### src/rsqc_pkg.sv
// Purpose: constants shared by the reset sequencer and its delay timer
// Assumes: 10 MHz reference clock, 32-bit AXI4-Lite register bus
// Notes:   all delays are nominal figures turned into reference cycles
package rsqc_pkg;
  // ------------------------------------------------------------
  // clock and delays
  // ------------------------------------------------------------
  localparam int CLK_PERIOD_NS    = 100;
  localparam int POR_DELAY_NS     = 10000;    // power-on delay
  localparam int STARTUP_REG_NS   = 20000;    // start-up delay, regulator on
  localparam int PWRUP_TIMER_MS   = 64;       // power-up timer, regulator off
  localparam int RST_TIME_NS      = 20000;    // internal state reset time
  localparam int PLL_LOCK_NS      = 20000;    // pll lock time
  localparam int MON_DELAY_NS     = 100000;   // monitor start delay
  localparam int TMR_W            = 20;
  localparam logic [TMR_W-1:0] POR_CYC     = TMR_W'((POR_DELAY_NS + CLK_PERIOD_NS - 1) / CLK_PERIOD_NS);
  localparam logic [TMR_W-1:0] STARTUP_CYC = TMR_W'((STARTUP_REG_NS + CLK_PERIOD_NS - 1) / CLK_PERIOD_NS);
  localparam logic [TMR_W-1:0] PWRUP_CYC   = TMR_W'((PWRUP_TIMER_MS * 1000000) / CLK_PERIOD_NS);
  localparam logic [TMR_W-1:0] RST_CYC     = TMR_W'((RST_TIME_NS + CLK_PERIOD_NS - 1) / CLK_PERIOD_NS);
  localparam logic [TMR_W-1:0] LOCK_CYC    = TMR_W'((PLL_LOCK_NS + CLK_PERIOD_NS - 1) / CLK_PERIOD_NS);
  localparam logic [TMR_W-1:0] MON_CYC     = TMR_W'((MON_DELAY_NS + CLK_PERIOD_NS - 1) / CLK_PERIOD_NS);
  localparam logic [9:0]       OST_LAST    = 10'h3ff;  // 1024 oscillator periods
  // ------------------------------------------------------------
  // register map
  // ------------------------------------------------------------
  localparam logic [7:0]  ADDR_FLAGS   = 8'h00;
  localparam logic [7:0]  ADDR_OSC     = 8'h04;
  localparam logic [7:0]  ADDR_STATUS  = 8'h08;
  localparam logic [15:0] FLAGS_RESET  = 16'h0003;
  localparam logic [15:0] FLAGS_MASK   = 16'hc1ff;
  localparam int BIT_POR   = 0;
  localparam int BIT_BOR   = 1;
  localparam int BIT_IDLE  = 2;
  localparam int BIT_SLEEP = 3;
  localparam int BIT_DOGTO = 4;
  localparam int BIT_SDOG  = 5;
  localparam int BIT_SOFT  = 6;
  localparam int BIT_PIN   = 7;
  localparam int BIT_BADOP = 14;
  localparam int BIT_TRAP  = 15;
  localparam int OSC_LSB   = 12;
  localparam logic [1:0] RESP_OKAY   = 2'h0;
  localparam logic [1:0] RESP_SLVERR = 2'h2;
  // ------------------------------------------------------------
  // clock sources and sequence states
  // ------------------------------------------------------------
  typedef enum logic [2:0] {
    OSC_FRC = 3'h0, OSC_FRCPLL = 3'h1, OSC_XT = 3'h2, OSC_XTPLL = 3'h3,
    OSC_SOSC = 3'h4, OSC_INTERNAL_SLOW_RC = 3'h5, OSC_EC = 3'h6, OSC_ECPLL = 3'h7
  } rsqc_osc_t;
  typedef enum logic [2:0] {
    ST_HOLD = 3'h0, ST_POR = 3'h1, ST_START = 3'h2, ST_RST = 3'h3,
    ST_RUN = 3'h4, ST_WAKE = 3'h5
  } rsqc_state_t;
endpackage

### src/rsqc_tmr_if.sv
// Purpose: carrier between the sequencer and one delay timer
// Assumes: single clock domain
// Notes:   load is sampled only while start is high
`timescale 1ns/1ps
interface rsqc_tmr_if;
  import rsqc_pkg::*;
  logic             start;
  logic [TMR_W-1:0] load;
  logic             expired;
  modport user  (output start, output load, input expired);
  modport timer (input start, input load, output expired);
endinterface

### src/rsqc_timer.sv
// Purpose: down-counting delay timer on the always-running reference
// Assumes: load value of at least one cycle
// Notes:   expired is high while the count stands at zero
`timescale 1ns/1ps
module rsqc_timer (
  // clock and reset
  input wire logic     aclk,
  input wire logic     aresetn,
  // control
  rsqc_tmr_if.timer    tmr
);
  import rsqc_pkg::*;
  logic [TMR_W-1:0] cnt;

  always_ff @(posedge aclk) begin
    if (!aresetn) begin
      cnt <= '0;
    end else if (tmr.start) begin
      cnt <= tmr.load;
    end else if (cnt != '0) begin
      cnt <= cnt - TMR_W'(1);
    end
  end

  assign tmr.expired = (cnt == '0);
endmodule

### src/rsqc_seq.sv
// Purpose: reset cause flags, clock choice and release timing
// Assumes: reset sources and oscillator ticks synchronous to aclk
// Notes:   aclk is the free-running reference, valid before the system clock
`timescale 1ns/1ps
// Notes on behaviour
// - any active reset source holds the internal system reset
// - power-on clears every flag except the power-on flag, and sets the power-on and brown-out flags
// - power-on flag in bit 0 set by power-on, never cleared by hardware otherwise
// - software writes any flag freely; writing never causes a reset
// - watchdog stays enabled while its fuse reads one
// - trap and bad-opcode flags set by events, cleared by power-on or brown-out
// - watchdog flag set on time-out, cleared by power-save, power-on, brown-out
// - switching on: power-on/brown-out use fuse source, others keep current source
// - switching off: the fuse source is always used; software writes to ADDR_OSC still change it here
// - system reset released only after the delays of its reset type have run
// - power-on waits power-on, start-up, reset time; brown-out skips power-on
// - start-up 20 us with regulator, 64 ms timer without; wake adds the 20 us only with regulator on
// - other resets apply only the 20 us internal reset time
// - crystal sources count 1024 oscillator periods, plus lock for pll modes
// - pll sources withhold the clock for the 20 us lock time
// - oscillator counting and lock run alongside the release delays
// - processor runs only once reset is released and the clock is valid
// - monitor starts at release; missing clock switches to fast rc and traps
// - crystal or pll sources add a monitor start delay after a power-on or brown-out release
module rsqc_seq #(
  parameter logic [rsqc_pkg::TMR_W-1:0] PWRUP_CYCLES = rsqc_pkg::PWRUP_CYC
) (
  // clock and reset
  input  wire logic              aclk,
  input  wire logic              aresetn,
  // axi4-lite write address and data
  input  wire logic [7:0]        s_axi_awaddr,
  input  wire logic              s_axi_awvalid,
  output logic                   s_axi_awready,
  input  wire logic [31:0]       s_axi_wdata,
  input  wire logic [3:0]        s_axi_wstrb,
  input  wire logic              s_axi_wvalid,
  output logic                   s_axi_wready,
  // axi4-lite write response
  output logic [1:0]             s_axi_bresp,
  output logic                   s_axi_bvalid,
  input  wire logic              s_axi_bready,
  // axi4-lite read
  input  wire logic [7:0]        s_axi_araddr,
  input  wire logic              s_axi_arvalid,
  output logic                   s_axi_arready,
  output logic [31:0]            s_axi_rdata,
  output logic [1:0]             s_axi_rresp,
  output logic                   s_axi_rvalid,
  input  wire logic              s_axi_rready,
  // reset sources
  input  wire logic              por_event,
  input  wire logic              bor_event,
  input  wire logic              master_clear_pin,
  input  wire logic              dog_timeout_evt,
  input  wire logic              soft_reset_evt,
  input  wire logic              bad_opcode_evt,
  input  wire logic              trap_conflict_evt,
  // power-save instruction and wake
  input  wire logic              power_save_instr,
  input  wire logic              power_save_idle,
  input  wire logic              wake_evt,
  // configuration fuses and straps
  input  wire logic              fuse_dog_enable,
  input  wire logic [2:0]        fuse_osc_select,
  input  wire logic              clock_switch_enable,
  input  wire logic              regulator_enable,
  input  wire logic              failsafe_enable,
  // clock system
  input  wire logic              osc_tick,
  input  wire logic              osc_valid,
  // outputs to core and clock system
  output logic                   system_reset_n,
  output logic                   clock_released,
  output logic                   cpu_run,
  output logic                   dog_enabled,
  output logic [2:0]             osc_select,
  output logic                   monitor_active,
  output logic                   switch_to_frc,
  output logic                   failsafe_trap
);
  import rsqc_pkg::*;

  // ------------------------------------------------------------
  // sources and sequence
  // ------------------------------------------------------------
  rsqc_tmr_if t_seq ();
  rsqc_tmr_if t_lock ();
  rsqc_tmr_if t_mon ();

  rsqc_timer u_seq  (.aclk(aclk), .aresetn(aresetn), .tmr(t_seq));
  rsqc_timer u_lock (.aclk(aclk), .aresetn(aresetn), .tmr(t_lock));
  rsqc_timer u_mon  (.aclk(aclk), .aresetn(aresetn), .tmr(t_mon));

  rsqc_state_t state;
  rsqc_state_t next_state;
  logic        any_src;
  logic        long_rst;
  logic        por_pend;
  logic        rel_pulse;
  logic        hold_exit;
  logic [2:0]  chosen_osc;
  logic        chosen_xtal;
  logic        chosen_pll;
  logic        cur_xtal;
  logic        cur_pll;
  logic [TMR_W-1:0] start_cyc;
  logic [15:0] flags;

  assign any_src = por_event | bor_event | master_clear_pin | dog_timeout_evt |
                   soft_reset_evt | bad_opcode_evt | trap_conflict_evt;
  // regulator off swaps in the long power-up timer
  assign start_cyc = regulator_enable ? STARTUP_CYC : PWRUP_CYCLES;
  assign hold_exit = (state == ST_HOLD) && !any_src;
  // fuse choice on long resets or with switching off, else keep current
  assign chosen_osc = (!clock_switch_enable || long_rst) ?
                      fuse_osc_select : osc_select;
  assign chosen_xtal = (chosen_osc == OSC_XT) || (chosen_osc == OSC_XTPLL) ||
                       (chosen_osc == OSC_SOSC);
  assign chosen_pll  = (chosen_osc == OSC_FRCPLL) || (chosen_osc == OSC_XTPLL) ||
                       (chosen_osc == OSC_ECPLL);
  assign cur_xtal = (osc_select == OSC_XT) || (osc_select == OSC_XTPLL) ||
                    (osc_select == OSC_SOSC);
  assign cur_pll  = (osc_select == OSC_FRCPLL) || (osc_select == OSC_XTPLL) ||
                    (osc_select == OSC_ECPLL);

  always_comb begin
    next_state  = state;
    t_seq.start = 1'b0;
    t_seq.load  = RST_CYC;
    rel_pulse   = 1'b0;
    case (state)
      ST_HOLD: begin
        if (!any_src) begin
          t_seq.start = 1'b1;
          if (por_pend) begin
            next_state = ST_POR;
            t_seq.load = POR_CYC;
          end else if (long_rst) begin
            next_state = ST_START;
            t_seq.load = start_cyc;
          end else begin
            next_state = ST_RST;
            t_seq.load = RST_CYC;
          end
        end
      end
      ST_POR: begin
        if (t_seq.expired) begin
          next_state  = ST_START;
          t_seq.start = 1'b1;
          t_seq.load  = start_cyc;
        end
      end
      ST_START: begin
        if (t_seq.expired) begin
          next_state  = ST_RST;
          t_seq.start = 1'b1;
          t_seq.load  = RST_CYC;
        end
      end
      ST_RST: begin
        if (t_seq.expired) begin
          next_state = ST_RUN;
          rel_pulse  = 1'b1;
        end
      end
      ST_RUN: begin
        if (wake_evt && regulator_enable) begin
          next_state  = ST_WAKE;
          t_seq.start = 1'b1;
          t_seq.load  = STARTUP_CYC;
        end
      end
      ST_WAKE: begin
        if (t_seq.expired) begin
          next_state = ST_RUN;
        end
      end
      default: begin
        next_state = ST_HOLD;
      end
    endcase
    if (any_src) begin
      next_state  = ST_HOLD;
      t_seq.start = 1'b0;
      rel_pulse   = 1'b0;
    end
  end

  always_ff @(posedge aclk) begin
    if (!aresetn) begin
      state    <= ST_HOLD;
      long_rst <= 1'b1;
      por_pend <= 1'b1;
    end else begin
      state <= next_state;
      if (any_src) begin
        long_rst <= long_rst | por_event | bor_event;
        por_pend <= por_pend | por_event;
      end else begin
        if (hold_exit) begin
          por_pend <= 1'b0;
        end
        // kept until release: the monitor delay decision reads it there
        if (rel_pulse) begin
          long_rst <= 1'b0;
        end
      end
    end
  end

  // counts run on aclk, which never stops, so delays hold before any clock
  always_ff @(posedge aclk) begin
    if (!aresetn) begin
      system_reset_n <= 1'b0;
      cpu_run        <= 1'b0;
      dog_enabled    <= 1'b1;
    end else begin
      system_reset_n <= (next_state == ST_RUN) || (next_state == ST_WAKE);
      cpu_run        <= (next_state == ST_RUN) && clock_released;
      dog_enabled    <= fuse_dog_enable | flags[BIT_SDOG];
    end
  end

  // ------------------------------------------------------------
  // oscillator start-up and pll lock
  // ------------------------------------------------------------
  logic [9:0] ost_cnt;
  logic       ost_run;
  logic       lock_run;
  logic       ost_done;

  // start-up counting begins with the reset delays, not after them
  assign ost_done     = ost_run && osc_tick && (ost_cnt == OST_LAST);
  assign t_lock.start = (hold_exit && long_rst && chosen_pll && !chosen_xtal) ||
                        (ost_done && cur_pll);
  assign t_lock.load  = LOCK_CYC;

  always_ff @(posedge aclk) begin
    if (!aresetn) begin
      ost_cnt        <= 10'h000;
      ost_run        <= 1'b0;
      lock_run       <= 1'b0;
      clock_released <= 1'b0;
    end else if (any_src && (por_event || bor_event)) begin
      ost_cnt        <= 10'h000;
      ost_run        <= 1'b0;
      lock_run       <= 1'b0;
      clock_released <= 1'b0;
    end else if (hold_exit && long_rst) begin
      ost_cnt        <= 10'h000;
      ost_run        <= chosen_xtal;
      lock_run       <= chosen_pll && !chosen_xtal;
      clock_released <= !chosen_xtal && !chosen_pll;
    end else if (switch_to_frc) begin
      ost_run        <= 1'b0;
      lock_run       <= 1'b0;
      clock_released <= 1'b1;
    end else begin
      if (ost_run && osc_tick) begin
        ost_cnt <= ost_cnt + 10'h001;
      end
      if (ost_done) begin
        ost_run        <= 1'b0;
        lock_run       <= cur_pll;
        clock_released <= !cur_pll;
      end
      if (lock_run && !t_lock.start && t_lock.expired) begin
        lock_run       <= 1'b0;
        clock_released <= 1'b1;
      end
    end
  end

  // ------------------------------------------------------------
  // fail-safe clock monitor
  // ------------------------------------------------------------
  logic mon_wait;
  logic mon_delay;

  // only long resets on crystal or pll sources wait before monitoring
  assign mon_delay   = long_rst && (cur_xtal || cur_pll);
  assign t_mon.start = rel_pulse && failsafe_enable && mon_delay;
  assign t_mon.load  = MON_CYC;

  always_ff @(posedge aclk) begin
    if (!aresetn) begin
      mon_wait       <= 1'b0;
      monitor_active <= 1'b0;
      switch_to_frc  <= 1'b0;
      failsafe_trap  <= 1'b0;
    end else begin
      failsafe_trap <= 1'b0;
      if (any_src) begin
        mon_wait       <= 1'b0;
        monitor_active <= 1'b0;
        switch_to_frc  <= 1'b0;
      end else if (rel_pulse && failsafe_enable) begin
        mon_wait       <= mon_delay;
        monitor_active <= !mon_delay;
      end else if (mon_wait && t_mon.expired) begin
        mon_wait       <= 1'b0;
        monitor_active <= 1'b1;
      end else if (monitor_active && !osc_valid && !switch_to_frc) begin
        switch_to_frc <= 1'b1;
        failsafe_trap <= 1'b1;
      end
    end
  end

  // ------------------------------------------------------------
  // axi4-lite slave
  // ------------------------------------------------------------
  logic       aw_held;
  logic       w_held;
  logic [7:0] aw_addr;
  logic [31:0] w_data;
  logic [3:0] w_strb;
  logic       wr_fire;
  logic [15:0] wr_mask;

  assign wr_fire = aw_held && w_held && !s_axi_bvalid;
  assign wr_mask = {{8{w_strb[1]}}, {8{w_strb[0]}}};

  always_ff @(posedge aclk) begin
    if (!aresetn) begin
      aw_held       <= 1'b0;
      w_held        <= 1'b0;
      aw_addr       <= 8'h00;
      w_data        <= 32'h0000_0000;
      w_strb        <= 4'h0;
      s_axi_awready <= 1'b0;
      s_axi_wready  <= 1'b0;
      s_axi_bvalid  <= 1'b0;
      s_axi_bresp   <= RESP_OKAY;
    end else begin
      s_axi_awready <= !aw_held && !s_axi_awready && s_axi_awvalid;
      s_axi_wready  <= !w_held && !s_axi_wready && s_axi_wvalid;
      if (s_axi_awvalid && s_axi_awready) begin
        aw_held <= 1'b1;
        aw_addr <= s_axi_awaddr;
      end
      if (s_axi_wvalid && s_axi_wready) begin
        w_held <= 1'b1;
        w_data <= s_axi_wdata;
        w_strb <= s_axi_wstrb;
      end
      if (wr_fire) begin
        aw_held      <= 1'b0;
        w_held       <= 1'b0;
        s_axi_bvalid <= 1'b1;
        s_axi_bresp  <= (aw_addr == ADDR_FLAGS || aw_addr == ADDR_OSC ||
                         aw_addr == ADDR_STATUS) ? RESP_OKAY : RESP_SLVERR;
      end else if (s_axi_bvalid && s_axi_bready) begin
        s_axi_bvalid <= 1'b0;
      end
    end
  end

  always_ff @(posedge aclk) begin
    if (!aresetn) begin
      s_axi_arready <= 1'b0;
      s_axi_rvalid  <= 1'b0;
      s_axi_rdata   <= 32'h0000_0000;
      s_axi_rresp   <= RESP_OKAY;
    end else begin
      s_axi_arready <= !s_axi_rvalid && !s_axi_arready && s_axi_arvalid;
      if (s_axi_arvalid && s_axi_arready) begin
        s_axi_rvalid <= 1'b1;
        s_axi_rresp  <= RESP_OKAY;
        case (s_axi_araddr)
          ADDR_FLAGS:  s_axi_rdata <= {16'h0000, flags};
          ADDR_OSC:    s_axi_rdata <= {17'h00000, osc_select, 12'h000};
          ADDR_STATUS: s_axi_rdata <= {24'h000000, 2'h0, switch_to_frc, monitor_active,
                                       cpu_run, clock_released, system_reset_n, dog_enabled};
          default: begin
            s_axi_rdata <= 32'h0000_0000;
            s_axi_rresp <= RESP_SLVERR;
          end
        endcase
      end else if (s_axi_rvalid && s_axi_rready) begin
        s_axi_rvalid <= 1'b0;
      end
    end
  end

  // ------------------------------------------------------------
  // reset cause flags and current oscillator
  // ------------------------------------------------------------
  logic [15:0] set_bits;
  logic [15:0] clr_bits;
  logic [15:0] sw_val;

  always_comb begin
    set_bits = 16'h0000;
    clr_bits = 16'h0000;
    set_bits[BIT_POR]   = por_event;
    set_bits[BIT_BOR]   = por_event | bor_event;
    set_bits[BIT_PIN]   = master_clear_pin;
    set_bits[BIT_SOFT]  = soft_reset_evt;
    set_bits[BIT_DOGTO] = dog_timeout_evt;
    set_bits[BIT_BADOP] = bad_opcode_evt;
    set_bits[BIT_TRAP]  = trap_conflict_evt;
    set_bits[BIT_SLEEP] = power_save_instr & !power_save_idle;
    set_bits[BIT_IDLE]  = power_save_instr & power_save_idle;
    if (por_event) begin
      clr_bits = FLAGS_MASK & ~(16'h0001 << BIT_POR);
    end else if (bor_event) begin
      clr_bits[BIT_TRAP]  = 1'b1;
      clr_bits[BIT_BADOP] = 1'b1;
      clr_bits[BIT_SOFT]  = 1'b1;
      clr_bits[BIT_DOGTO] = 1'b1;
      clr_bits[BIT_SLEEP] = 1'b1;
      clr_bits[BIT_IDLE]  = 1'b1;
    end
    clr_bits[BIT_DOGTO] = clr_bits[BIT_DOGTO] | power_save_instr;
    // software write only stores a value; it never feeds any_src
    sw_val = (wr_fire && aw_addr == ADDR_FLAGS) ?
             ((flags & ~wr_mask) | (w_data[15:0] & wr_mask)) : flags;
  end

  // events win over both software writes and hardware clears
  always_ff @(posedge aclk) begin
    if (!aresetn) begin
      flags <= FLAGS_RESET;
    end else begin
      flags <= ((sw_val & ~clr_bits) | set_bits) & FLAGS_MASK;
    end
  end

  always_ff @(posedge aclk) begin
    if (!aresetn) begin
      osc_select <= OSC_FRC;
    end else if (switch_to_frc == 1'b0 && monitor_active && !osc_valid) begin
      osc_select <= OSC_FRC;
    end else if (hold_exit) begin
      osc_select <= chosen_osc;
    end else if (wr_fire && aw_addr == ADDR_OSC && w_strb[1]) begin
      osc_select <= w_data[OSC_LSB +: 3];
    end
  end
endmodule

### config.mk
export PLATFORM = sky130hd
export DESIGN_NAME = rsqc_seq
export DESIGN_NICKNAME = d
export VERILOG_FILES = /design/src/rsqc_pkg.sv /design/src/rsqc_tmr_if.sv /design/src/rsqc_timer.sv /design/src/rsqc_seq.sv
export SDC_FILE = /design/constraint.sdc
export NUM_CORES = 1
export LEC_CHECK = 0
export BUFFER_PORTS_ARGS = -buffer_cell sky130_fd_sc_hd__buf_2
export CORE_ASPECT_RATIO = 1.1
export CORE_MARGIN = 4
export CORE_UTILIZATION = 25
export CTS_BUF_LIST = sky130_fd_sc_hd__clkbuf_4 sky130_fd_sc_hd__clkbuf_8
export CTS_CLUSTER_DIAMETER = 200
export DETAILED_ROUTE_END_ITERATION = 12
export PLACE_DENSITY = 0.43
export SLEW_MARGIN = 25
export SYNTH_ARGS = -nofsm -noshare
export SYNTH_HDL_FRONTEND = slang
export SYNTH_SLANG_ARGS = --single-unit
### constraint.sdc
create_clock -name aclk -period 2.6 [get_ports aclk]
set_input_delay 0.13 -clock aclk [delete_from_list [all_inputs] [get_ports aclk]]
set_output_delay 0.13 -clock aclk [all_outputs]
set_load 0.03 [all_outputs]
# Word level (Yosys, flattened, before mapping)
# Cells that the tools add are included.
# totals
romBits,0
out_inout_bits,51
word_cells,254
ramBits,0
register_bits,173
memories,0
latchBits,0
inputBits,78
# op_classes
mul,0
n_lt_le_gt_ge,0
muxes,66
bitwise,24
div,0
addsub,4
shift,0
n_reduce_logical,103
n_eq_ne,22
# ops
cell,n
20-bit 2-to-1 mux,7
20-bit logical NOT,3
20-bit nonzero test,3
"20-bit by 1-bit subtractor with 20-bit output, second input constant",3
16-bit bitwise AND,3
16-bit one-hot mux with 3 select lines,1
20-bit one-hot mux with 2 select lines,1
1-bit logical AND,38
1-bit 2-to-1 mux,33
16-bit NOT,2
16-bit OR,2
3-bit 2-to-1 mux,10
"3-bit equality test, second input constant",8
10-bit 2-to-1 mux,2
"3-bit by 2-bit equality test with 1-bit output, second input constant",6
2-bit nonzero test,9
1-bit logical NOT,17
"8-bit by 3-bit equality test with 1-bit output, second input constant",2
"8-bit by 4-bit equality test with 1-bit output, second input constant",2
8-bit logical NOT,2
16-bit 2-to-1 mux,1
8-bit 2-to-1 mux,2
2-bit OR reduction,8
1-bit logical OR,15
16 further kinds,39

# Logic depth before layout (Yosys ltp)
# Gate-level depths: netlist (run 1).
# logic_depth
ltp_word,18
depth_mapped,9
mapped_depth_nobuf,7

# Cells and area by module
# A second synthesis (run 1) with hierarchy kept.
# hier_totals
cells_unflattened,824
area_unflattened_um2,7330.8
# modules_own_cells
mod,instances,cells_each,area_per_inst_um2,seq_area_each_um2
rsqc_seq,1,458,4068.9,1681.6
rsqc_timer,3,122,1087.3,400.4

# Worst setup path before layout (run 1)
# OpenSTA, ideal clock, no wires.
# synth_path
path_kind,register to register
start,register u_seq.cnt[16]
end,register u_mon.cnt[11]
setup_time_ns,0.114
setup_slack_ns,0.648
synth_period_minus_slack_ns,1.952
path_stages_with_launch,8
path_buffers,2
arrival_time_ns,1.837
required_ns,2.486
cell_sequence,dfxtp_1 -> nor4_2 -> nand3_2 -> or4_1 -> buf_6 -> nand2_8 -> buf_12 -> nor2_1
# synth_between
elab_chain_cells,7
# synth_rtl
element,line,source
from (decl),rsqc_timer.sv:13,logic [TMR_W-1:0] cnt;
from (signal assigned),rsqc_timer.sv:19,cnt <= tmr.load;
from (signal assigned),rsqc_timer.sv:21,cnt <= cnt - TMR_W'(1);
20-bit logical NOT,rsqc_timer.sv:25,assign tmr.expired = (cnt == '0);
1-bit 2-to-1 mux,rsqc_seq.sv:163,if (t_seq.expired) begin
1-bit 2-to-1 mux,rsqc_seq.sv:132,case (state)
1-bit 2-to-1 mux,rsqc_seq.sv:184,if (any_src) begin
1-bit logical AND (2 in a row),rsqc_seq.sv:284,assign t_mon.start = rel_pulse && failsafe_enable && mon_delay;
2-bit OR reduction (no source line),n/a,
to (signal assigned),rsqc_timer.sv:19,
to (signal assigned),rsqc_timer.sv:21,
to (decl),rsqc_timer.sv:13,
# Every way passes these cells.
# A chain may end at the register's enable or synchronous reset.

# Final worst setup path (run 1)
# layout_path
start,register aw_addr[4]
end,register flags[3]
# layout_between
elab_chain_cells,5
# layout_rtl
element,line,source
from (decl),rsqc_seq.sv:317,logic [7:0] aw_addr;
from (signal assigned),rsqc_seq.sv:342,aw_addr <= s_axi_awaddr;
8-bit logical NOT,rsqc_seq.sv:419,sw_val = (wr_fire && aw_addr == ADDR_FLAGS) ?
1-bit logical AND,rsqc_seq.sv:419,
16-bit 2-to-1 mux,rsqc_seq.sv:419,
16-bit bitwise AND,rsqc_seq.sv:428,flags <= ((sw_val & ~clr_bits) | set_bits) & FLAGS_MASK;
16-bit OR,rsqc_seq.sv:428,
to (signal assigned),rsqc_seq.sv:428,
to (decl),rsqc_seq.sv:108,logic [15:0] flags;
# Every way passes these cells.

==> impl_metrics.json, run 1 <==
{
  "finalPower_uw": 7980,
  "ys.warnings.count": 0,
  "syn_inst": 793,
  "worstSetupEndpointType": "flip-flop",
  "synthMuxAreaShare_pct": 3.54,
  "skew_ns": 0.0202,
  "clock-root-buffer": "clkbuf_8",
  "p_leak_uw": 0.00329,
  "wl_per_cell_um": 14.8,
  "grt_pass1_vias": 5821,
  "holdPathStages": 3,
  "holdCritPathClass": "in -> reg",
  "relSlewSlack_pct": 41.7,
  "clockBufferDepth": 2,
  "drt_iter0_markers": 330,
  "reg2reg_slack_ns": 0.13,
  "synth_area_um2": 6790,
  "synth_cell_type_count": 72,
  "antennaDiodeCount": 0,
  "crit_required_ns": 2.94,
  "layout_min_cycle_time_ns": 2.47,
  "synth_top_area_share_pct": 42.5,
  "place_inst": 1221,
  "area.growth.synth_to_final_pct": 22.8,
  "start_util_pct": 25.7,
  "worstMarginPinSlew_ns": 0.865,
  "setup_tns_ns": 0,
  "slowest_delay_ns": 0.58,
  "synth.area.top_cells": "dfxtp_1, nor2_1, nand2_1",
  "viasPerCell": 4.66,
  "cts_buffers": 17,
  "synth-compound-area-share_pct": 15.0,
  "num-fill-cells": 2864,
  "synth_top_family_by_area": "simple AND/OR/NAND/NOR gates",
  "crit_path_max_fanout": 9,
  "final_cells": 1289,
  "grt.total_usage_pct": 13.1,
  "cts_max_level": 4,
  "synth-main-ff-cell": "dfxtp_1",
  "path_class": "reg -> reg",
  "hold_slack_ns": 0.0401,
  "grt_max_degree": 42,
  "arrival_ns": 2.80,
  "dieArea_um2": 29800,
  "fmax_mhz": 406,
  "core_um2": 26500,
  "vdd_drop_max_v": 0.000299,
  "io_buffers": 86,
  "slew_violations": 0,
  "place_hpwl_mm": 14.2,
  "p_per_area_nw_per_um2": 958,
  "rsz0062_at_grt": "false",
  "drt-pass1-iter-count": 5,
  "grt-ovfl-total": 0,
  "synth-seq-cells": 144,
  "critPathCapture": "flags[3]",
  "clk_latency_ns": 0.45,
  "synth_edf_count": 0,
  "synth_xor_area_share_pct": 5.16,
  "synth_top_cell_by_area": "dfxtp_1",
  "grt_pass1_wl_mm": 31.2,
  "syn_area_per_cell_um2": 8.56,
  "start_kind": "flip-flop",
  "synth_fa_ha_area_share_pct": 0.738,
  "vias": 6013,
  "die_y_um": 181,
  "routabilityCongestion": 0.778,
  "path_clk_slew_ns": 0.09,
  "synth_common_cells": "dfxtp_1, nor2_1, nand2_1, a21oi_1, mux2i_1",
  "io_pins": 129,
  "drc": 0,
  "ant_nets": 0,
  "crit_path_start": "aw_addr[4]",
  "numClockSinks": 144,
  "rr_endpoint": "flags[3]",
  "worstRegToRegCells": 7,
  "slowest_stage": "dlygate4sd3_1",
  "min-delay-start": "s_axi_awvalid",
  "die_w_um": 165,
  "fin_nets": 1006,
  "maxCapViolations": 0,
  "finalCritPeriodShare_pct": 94.8,
  "hold_viol": 0,
  "antenna_found_initial": 0,
  "synthArstFlopShare_pct": 0,
  "rows": 62,
  "status": "complete, no violations",
  "regToRegStartpoint": "aw_addr[4]",
  "tritoncts": "done",
  "wl_mm": 19.1,
  "drive_gt1_share_pct": 18.2,
  "setup_viol": 0,
  "crit_chain": "nor4_1 > nor4bb_1 > nand3b_1 > buf_4 > mux2i_1 > o22ai_1 > dlygate4sd3_1",
  "synth_simple_gate_area_share_pct": 27.5,
  "cts_resized": 0,
  "yosysMostFrequentCell": "dfxtp_1",
  "yosysSeqAreaShare_pct": 42.5
}
==> layout make-up <==
cell class | instances | area (µm²) | share of cell area (%)
Timing Repair Buffer | 145 | 976 | 11.7
Clock inverter | 12 | 111 | 1.34
Clock buffer | 20 | 263 | 3.15
Multi-Input combinational cell | 601 | 3610 | 43.3
Tap cell | 352 | 440 | 5.28
Inverter | 15 | 56.3 | 0.675
Sequential cell | 144 | 2880 | 34.6
==> logic make-up (layout without fill, tap and decap cells) <==
family	after synthesis	after routing
compound gates	160	160
xor+xnor	40	40
fa+ha+maj	4	4
buf+inv	68	192
flops	144	144
mux	24	24
other cells	1	21
simple gates	352	352
==> stage by stage <==
| stage | cell area, µm² | util [%] | worst slack (ns) |
|---|---|---|---|
| 3_5_place_dp | 7600 | 28.7 | 0.401 |
| 2_1_floorplan | 6860 | - | 0.648 |
| 3_3_place_gp | 7600 | 28.7 | 0.396 |
| 5_1_grt | 8340 | 31.5 | 0.00836 |
| 6_report | 8340 | 31.5 | 0.134 |
| 4_1_cts | 8340 | 31.5 | 0.136 |
==> how the worst min path moves through the flow <==
stage,endpoint,slack (ns)
after floorplan,dog_enabled,0.23
after global placement,dog_enabled,0.31
after detailed placement,dog_enabled,0.32
after CTS,aw_addr[1],0.002
after global routing,aw_addr[0],0.02
final,aw_addr[1],0.04
==> worst max-delay path, delay by kind of cell, from the launching register on <==
family	cells	cell delay [ns]
AO/OA/AOI/OAI	1	0.10
multiplexers	1	0.17
flip-flops	1	0.32
buffers and inverters	2	0.80
AND/OR/NAND/NOR	3	0.96
==> state kept, by name, indices dropped and copies added, names as in the netlist, 2 cells and up <==
register / flops
aw_addr: 8
w_data: 13
flags: 11
s_axi_rdata: 13
ost_cnt: 10
w_strb: 2
u_seq.cnt: 20
state: 3
u_mon.cnt: 20
u_lock.cnt: 20
osc_select: 3
==> report_power, final <==
part | internal, µW | switching, µW | total, µW
combinational | 1390 | 1910 | 3300
sequential | 2580 | 378 | 2960
clock | 807 | 923 | 1730
total | 4770 | 3210 | 7980
==> per-layer routing <==
layer	vias up	wire [µm]	GRT usage (%)
met2	87	8670	20.5
li1	3077	-	-
met4	0	212	3.69
met5	-	0	0
met1	2835	9640	18.2
met3	14	618	2.55
==> placed cells by master (no fill, tap or decap), types with 21 or more instances in the layout <==
master,instances
xor2_1,21
o21ai_0,23
mux2i_1,24
nand3_1,23
a21oi_1,57
nor3_1,22
buf_4,22
conb_1,21
dfxtp_1,144
buf_2,86
dlygate4sd3_1,36
nor2_1,96
nand2_1,81
==> repair_timing <==
action,in CTS,in global routing
hold buffers,36,0
endpoints found under the setup margin,0,0
hold endpoints to repair,35,0
buffers inserted,0,0
No activity file was read; power rests on OpenSTA's default activity.
==> run 2: changes to the inputs <==
Settings changed: ABC_AREA set to 1.
==> impl_metrics.json, run 2 <==
{
  "drc": 0,
  "layout_commonest_cell": "nand2_1",
  "numClockSinks": 144,
  "crit_required_ns": 2.98,
  "synth_area_um2": 6900,
  "grt_max_degree": 46,
  "status": "complete, no violations",
  "core_um2": 27100,
  "worstMarginPinSlew_ns": 0.581,
  "synth_top_family_by_area": "simple AND/OR/NAND/NOR gates",
  "cts_max_level": 4,
  "vdd_drop_max_v": 0.000361,
  "synth-main-ff-cell": "dfxtp_1",
  "synth_fa_ha_area_share_pct": 0.725,
  "synth-compound-area-share_pct": 12.4,
  "p_leak_uw": 0.00379,
  "fin_nets": 1204,
  "synth.area.top_cells": "dfxtp_1, nand2_1, nor2_1",
  "path_class": "reg -> reg",
  "synth_top_cell_by_area": "dfxtp_1",
  "synth_top_area_share_pct": 41.8,
  "relSlewSlack_pct": 61.2,
  "num-fill-cells": 3049,
  "die_w_um": 166,
  "mostFrequentLayoutCells": "nand2_1, nor2_1, dfxtp_1",
  "clk_latency_ns": 0.45,
  "skew_ns": 0.0133,
  "top_regs": "u_lock.cnt x20, u_mon.cnt x20, u_seq.cnt x20",
  "clock-root-buffer": "clkbuf_8",
  "wl_per_cell_um": 12.3,
  "drt_iter0_markers": 297,
  "clockBufferDepth": 2,
  "start_util_pct": 25.4,
  "cts_buffers": 17,
  "yosysMostFrequentCell": "nand2_1",
  "synth_simple_gate_area_share_pct": 30.0,
  "rows": 63,
  "routabilityCongestion": 0.782,
  "wl_mm": 18.3,
  "crit_path_max_fanout": 9,
  "viasPerCell": 4.28,
  "syn_inst": 990,
  "vias": 6392,
  "pre_cts_ws_ns": 0.282,
  "tritoncts": "done",
  "setup_viol": 0,
  "setup_slack_ns": 0.284,
  "synth_xor_area_share_pct": 4.95,
  "ys.warnings.count": 0,
  "place_hpwl_mm": 13.7,
  "start_kind": "flip-flop",
  "grt.total_usage_pct": 12.0,
  "rsz0062_at_grt": "false",
  "path_clk_slew_ns": 0.09,
  "antenna_found_initial": 3,
  "arrival_ns": 2.70,
  "regArea_um2": 2880,
  "io_pins": 129,
  "die_y_um": 182,
  "reg2reg_slack_ns": 0.28,
  "layout_min_cycle_time_ns": 2.32,
  "drt-pass1-iter-count": 4,
  "syn_area_per_cell_um2": 6.97,
  "maxCapViolations": 0,
  "synthMuxAreaShare_pct": 0,
  "yosysSeqAreaShare_pct": 41.8,
  "grt_pass1_vias": 6070,
  "worstSetupEndpointType": "flip-flop",
  "synth_common_cells": "nand2_1, nor2_1, dfxtp_1, inv_1, a21oi_1",
  "io_buffers": 86,
  "dieArea_um2": 30300,
  "multi_input_area_um2": 3400,
  "synth_edf_count": 0,
  "synthArstFlopShare_pct": 0,
  "hold_viol": 0,
  "holdCritPathClass": "in -> reg",
  "finalCritPeriodShare_pct": 89.1,
  "area.growth.synth_to_final_pct": 22.2,
  "synth-seq-cells": 144,
  "grt_pass1_wl_mm": 30.1,
  "slew_violations": 0,
  "fmax_mhz": 432,
  "ant_nets": 0,
  "grt-ovfl-total": 0,
  "drive_gt1_share_pct": 13.2,
  "synth_cell_type_count": 43,
  "setup_tns_ns": 0,
  "post_cts_buffers": 0,
  "p_per_area_nw_per_um2": 921
}
## run 2: cell count changes in the layout (fill, tap and decap cells not counted), sizes merged, moves of 13 or more
cell    previous run  this run
buf              109        92
inv               17       123
mux2i             24         0
nand2             82       188
nand2b            13         0
nand3             24        44
nor2             105       190
nor4              24         5
o21ai             24        66
or3               18         1
## run 2: final cells by class
class / count / share of cell area [%]
diodes: 1 / 0.0297
multi-input cells: 708 / 40.3
repair buffers: 131 / 10.3
flip-flops and latches: 144 / 34.2
clock inverters: 15 / 1.78
inverters: 120 / 5.34
clock buffers: 17 / 2.78
well taps: 357 / 5.30
## run 2: worst max-delay path, stage by stage, from the launching register on
cell and delay (ns):
dfxtp_1 0.33, inv_1 0.13, ha_1 0.25, nand3_2 0.12, nor2_2 0.20, nand2_2 0.11
nor2_4 0.21, nand2_1 0.07, nand2_1 0.06, nand2_1 0.19, clkinv_1 0.22, nand2_1 0.17
a31oi_1 0.19
## run 2: cells by family after synthesis
logic type / count (synthesis)
AND/OR/NAND/NOR: 484
AO/OA/AOI/OAI: 160
buffers and inverters: 158
flip-flops: 144
XOR/XNOR: 39
adder cells (fa/ha/maj): 4
other: 1
## run 2: per-stage QoR
step                      cell area, µm²  total power [µW]  hold slack (ns)  util [%]  cells
after global routing                8430              8500           0.0461      31.1   1493
final                               8430              7760           0.0585      31.1   1493
after detailed placement            7650              6030            0.329      28.2   1421
after floorplan                     6970              5400            0.216         -   1010
after CTS                           8430              7890           0.0291      31.1   1492
after global placement              7650              6040            0.329      28.2   1421
## run 2: worst paths after layout
path	to	depth (start not counted)	startpoint
max	u_seq.cnt[15]	12	u_seq.cnt[0]
min	failsafe_trap	4	failsafe_enable
max reg2reg	u_seq.cnt[15]	12	u_seq.cnt[0]
min reg2reg	s_axi_wready	1	w_held
## run 2: routing by layer
metal / vias up / global-route usage, % / share of wire [%]
li1: 3398 / - / -
met1: 2872 / 15.0 / 47
met2: 99 / 20.8 / 48
met3: 19 / 3.14 / 3.9
met4: 4 / 2.72 / 0.97
met5: - / 0 / 0.076
## run 2: timing repair
action | 4_1_cts | 5_1_grt
hold buffers | 39 | 0
setup endpoints to repair | 0 | 0
hold endpoints to repair | 38 | 0
resized for setup | 0 | 0
## run 2: report_power, final
part           switching (µW)  internal, µW
Combinational            1870          1190
Sequential                332          2620
Clock                     970           783
Total                    3170          4590
==> run 3: changes to the inputs <==
Settings changed: CORE_ASPECT_RATIO 1.1 to unset, REMOVE_ABC_BUFFERS set to 1.
==> impl_metrics.json, run 3 (same netlist as run 2, synthesis figures left out) <==
{
  "min-delay-start": "por_event",
  "hold_viol": 0,
  "drc": 0,
  "internal-power_uw": 5000,
  "layout_min_cycle_time_ns": 2.29,
  "viasPerCell": 4.34,
  "finalCritPeriodShare_pct": 88.0,
  "grt.total_usage_pct": 13.3,
  "area.growth.synth_to_final_pct": 23.1,
  "grt_pass1_vias": 6187,
  "drive_gt1_share_pct": 13.6,
  "core_um2": 27000,
  "path_class": "reg -> reg",
  "path_clk_slew_ns": 0.08,
  "holdPathStages": 3,
  "clk_latency_ns": 0.45,
  "wl_per_cell_um": 13.4,
  "ant_nets": 0,
  "antenna_found_initial": 1,
  "power.net_switching_uw": 3150,
  "post-route-util_pct": 31.4,
  "pwr-share-comb_pct": 38.1,
  "start_util_pct": 25.5,
  "routabilityCongestion": 0.800,
  "die_w_um": 174,
  "cts_max_level": 4,
  "grt_max_degree": 46,
  "slew_violations": 0,
  "skew_ns": 0.0141,
  "reg2reg_slack_ns": 0.31,
  "worstRegToRegCells": 12,
  "final_cells": 1479,
  "numClockSinks": 144,
  "swShare_pct": 38.6,
  "p_seq_share_pct": 36.2,
  "rr_endpoint": "u_seq.cnt[15]",
  "clockBufferDepth": 2,
  "holdCritPathClass": "in -> reg",
  "p_leak_uw": 0.00385,
  "io_buffers": 86,
  "worstSetupEndpointType": "flip-flop",
  "hold_slack_ns": 0.0369,
  "pre_cts_ws_ns": 0.224,
  "cts_resized": 0,
  "regToRegStartpoint": "u_seq.cnt[0]",
  "dieArea_um2": 30300,
  "fmax_mhz": 437,
  "wl_mm": 19.8,
  "pwr-share-clk_pct": 25.7,
  "die_y_um": 174,
  "relSlewSlack_pct": 57.6,
  "setup_tns_ns": 0,
  "rsz0062_at_grt": "false",
  "clock-root-buffer": "clkbuf_8",
  "arrival_ns": 2.67,
  "mostFrequentLayoutCells": "nand2_1, nor2_1, dfxtp_1",
  "fin_nets": 1207,
  "whs_endpoint": "por_pend",
  "start_kind": "flip-flop",
  "vias": 6413,
  "io_pins": 129,
  "grt-ovfl-total": 0,
  "maxCapViolations": 0,
  "drt-pass1-iter-count": 5,
  "top_regs": "u_lock.cnt x20, u_mon.cnt x20, u_seq.cnt x20",
  "worstMarginPinSlew_ns": 0.635,
  "crit_required_ns": 2.98,
  "vdd_drop_max_v": 0.000298,
  "status": "complete, no violations",
  "rows": 60,
  "drt_iter0_markers": 340,
  "setup_viol": 0,
  "crit_path_max_fanout": 9,
  "layout_commonest_cell": "nand2_1",
  "setup_slack_ns": 0.311,
  "grt_pass1_wl_mm": 32.2,
  "tritoncts": "done",
  "cts_buffers": 17,
  "p_per_area_nw_per_um2": 959,
  "place_hpwl_mm": 15.0,
  "place_inst": 1409
}
## run 3: worst max-delay path by stage
stage                 start            end  slack, ns
6_report       u_seq.cnt[0]  u_seq.cnt[15]       0.31
2_1_floorplan  u_seq.cnt[0]  u_seq.cnt[15]       0.59
3_5_place_dp   u_seq.cnt[0]   u_mon.cnt[2]       0.22
4_1_cts        u_seq.cnt[0]  u_seq.cnt[15]       0.18
5_1_grt        u_seq.cnt[0]  u_seq.cnt[15]       0.06
3_3_place_gp   u_seq.cnt[0]  u_seq.cnt[15]       0.23
## run 3: power groups by stage
stage               combinational [µW]  clock, µW  sequential (µW)
global placement                  3070          0             3000
global route                      3630       2270             3010
finish                            3110       2090             2950
floorplan                         2430          0             2930
detailed placement                3060          0             2990
CTS                               3110       2180             2950
## run 3: repair_timing
item / 4_1_cts / 5_1_grt
setup endpoints to repair: 0 / 7
endpoints found under the hold margin: 35 / 0
buffers inserted: 0 / 2
hold buffers: 36 / 0
## run 3: through the flow
step / area [µm²] / total power (µW)
after floorplan: 6730 / 5360
after global placement: 7660 / 6060
after detailed placement: 7660 / 6050
after CTS: 8480 / 8240
after global routing: 8500 / 8910
final: 8500 / 8150
## run 3: layout make-up
class / instances / area, µm²
timing repair buffer: 134 / 881
multi-input combinational: 708 / 3400
clock inverter: 12 / 208
inverter: 120 / 450
tap: 341 / 427
antenna: 1 / 2.50
sequential: 144 / 2880
clock buffer: 19 / 249
fill: 3012 / 18500
## run 3: critical path, stage by stage (launching register included)
cell and delay [ns]:
dfxtp_1 0.33, inv_1 0.14, ha_1 0.26, nand3_2 0.11, nor2_2 0.19, nand2_2 0.11, nor2_4 0.20, nand2_1 0.07
nand2_1 0.06, nand2_1 0.20, clkinv_1 0.21, nand2_1 0.16, a31oi_1 0.18
## run 3: routing by layer
| layer | wire length [µm] | track usage [%] | up-vias |
|---|---|---|---|
| met3 | 796 | 2.96 | 13 |
| met1 | 9800 | 17.7 | 2883 |
| met5 | 0 | 0 | - |
| met4 | 223 | 3.86 | 0 |
| met2 | 8950 | 21.6 | 112 |
| li1 | - | - | 3405 |
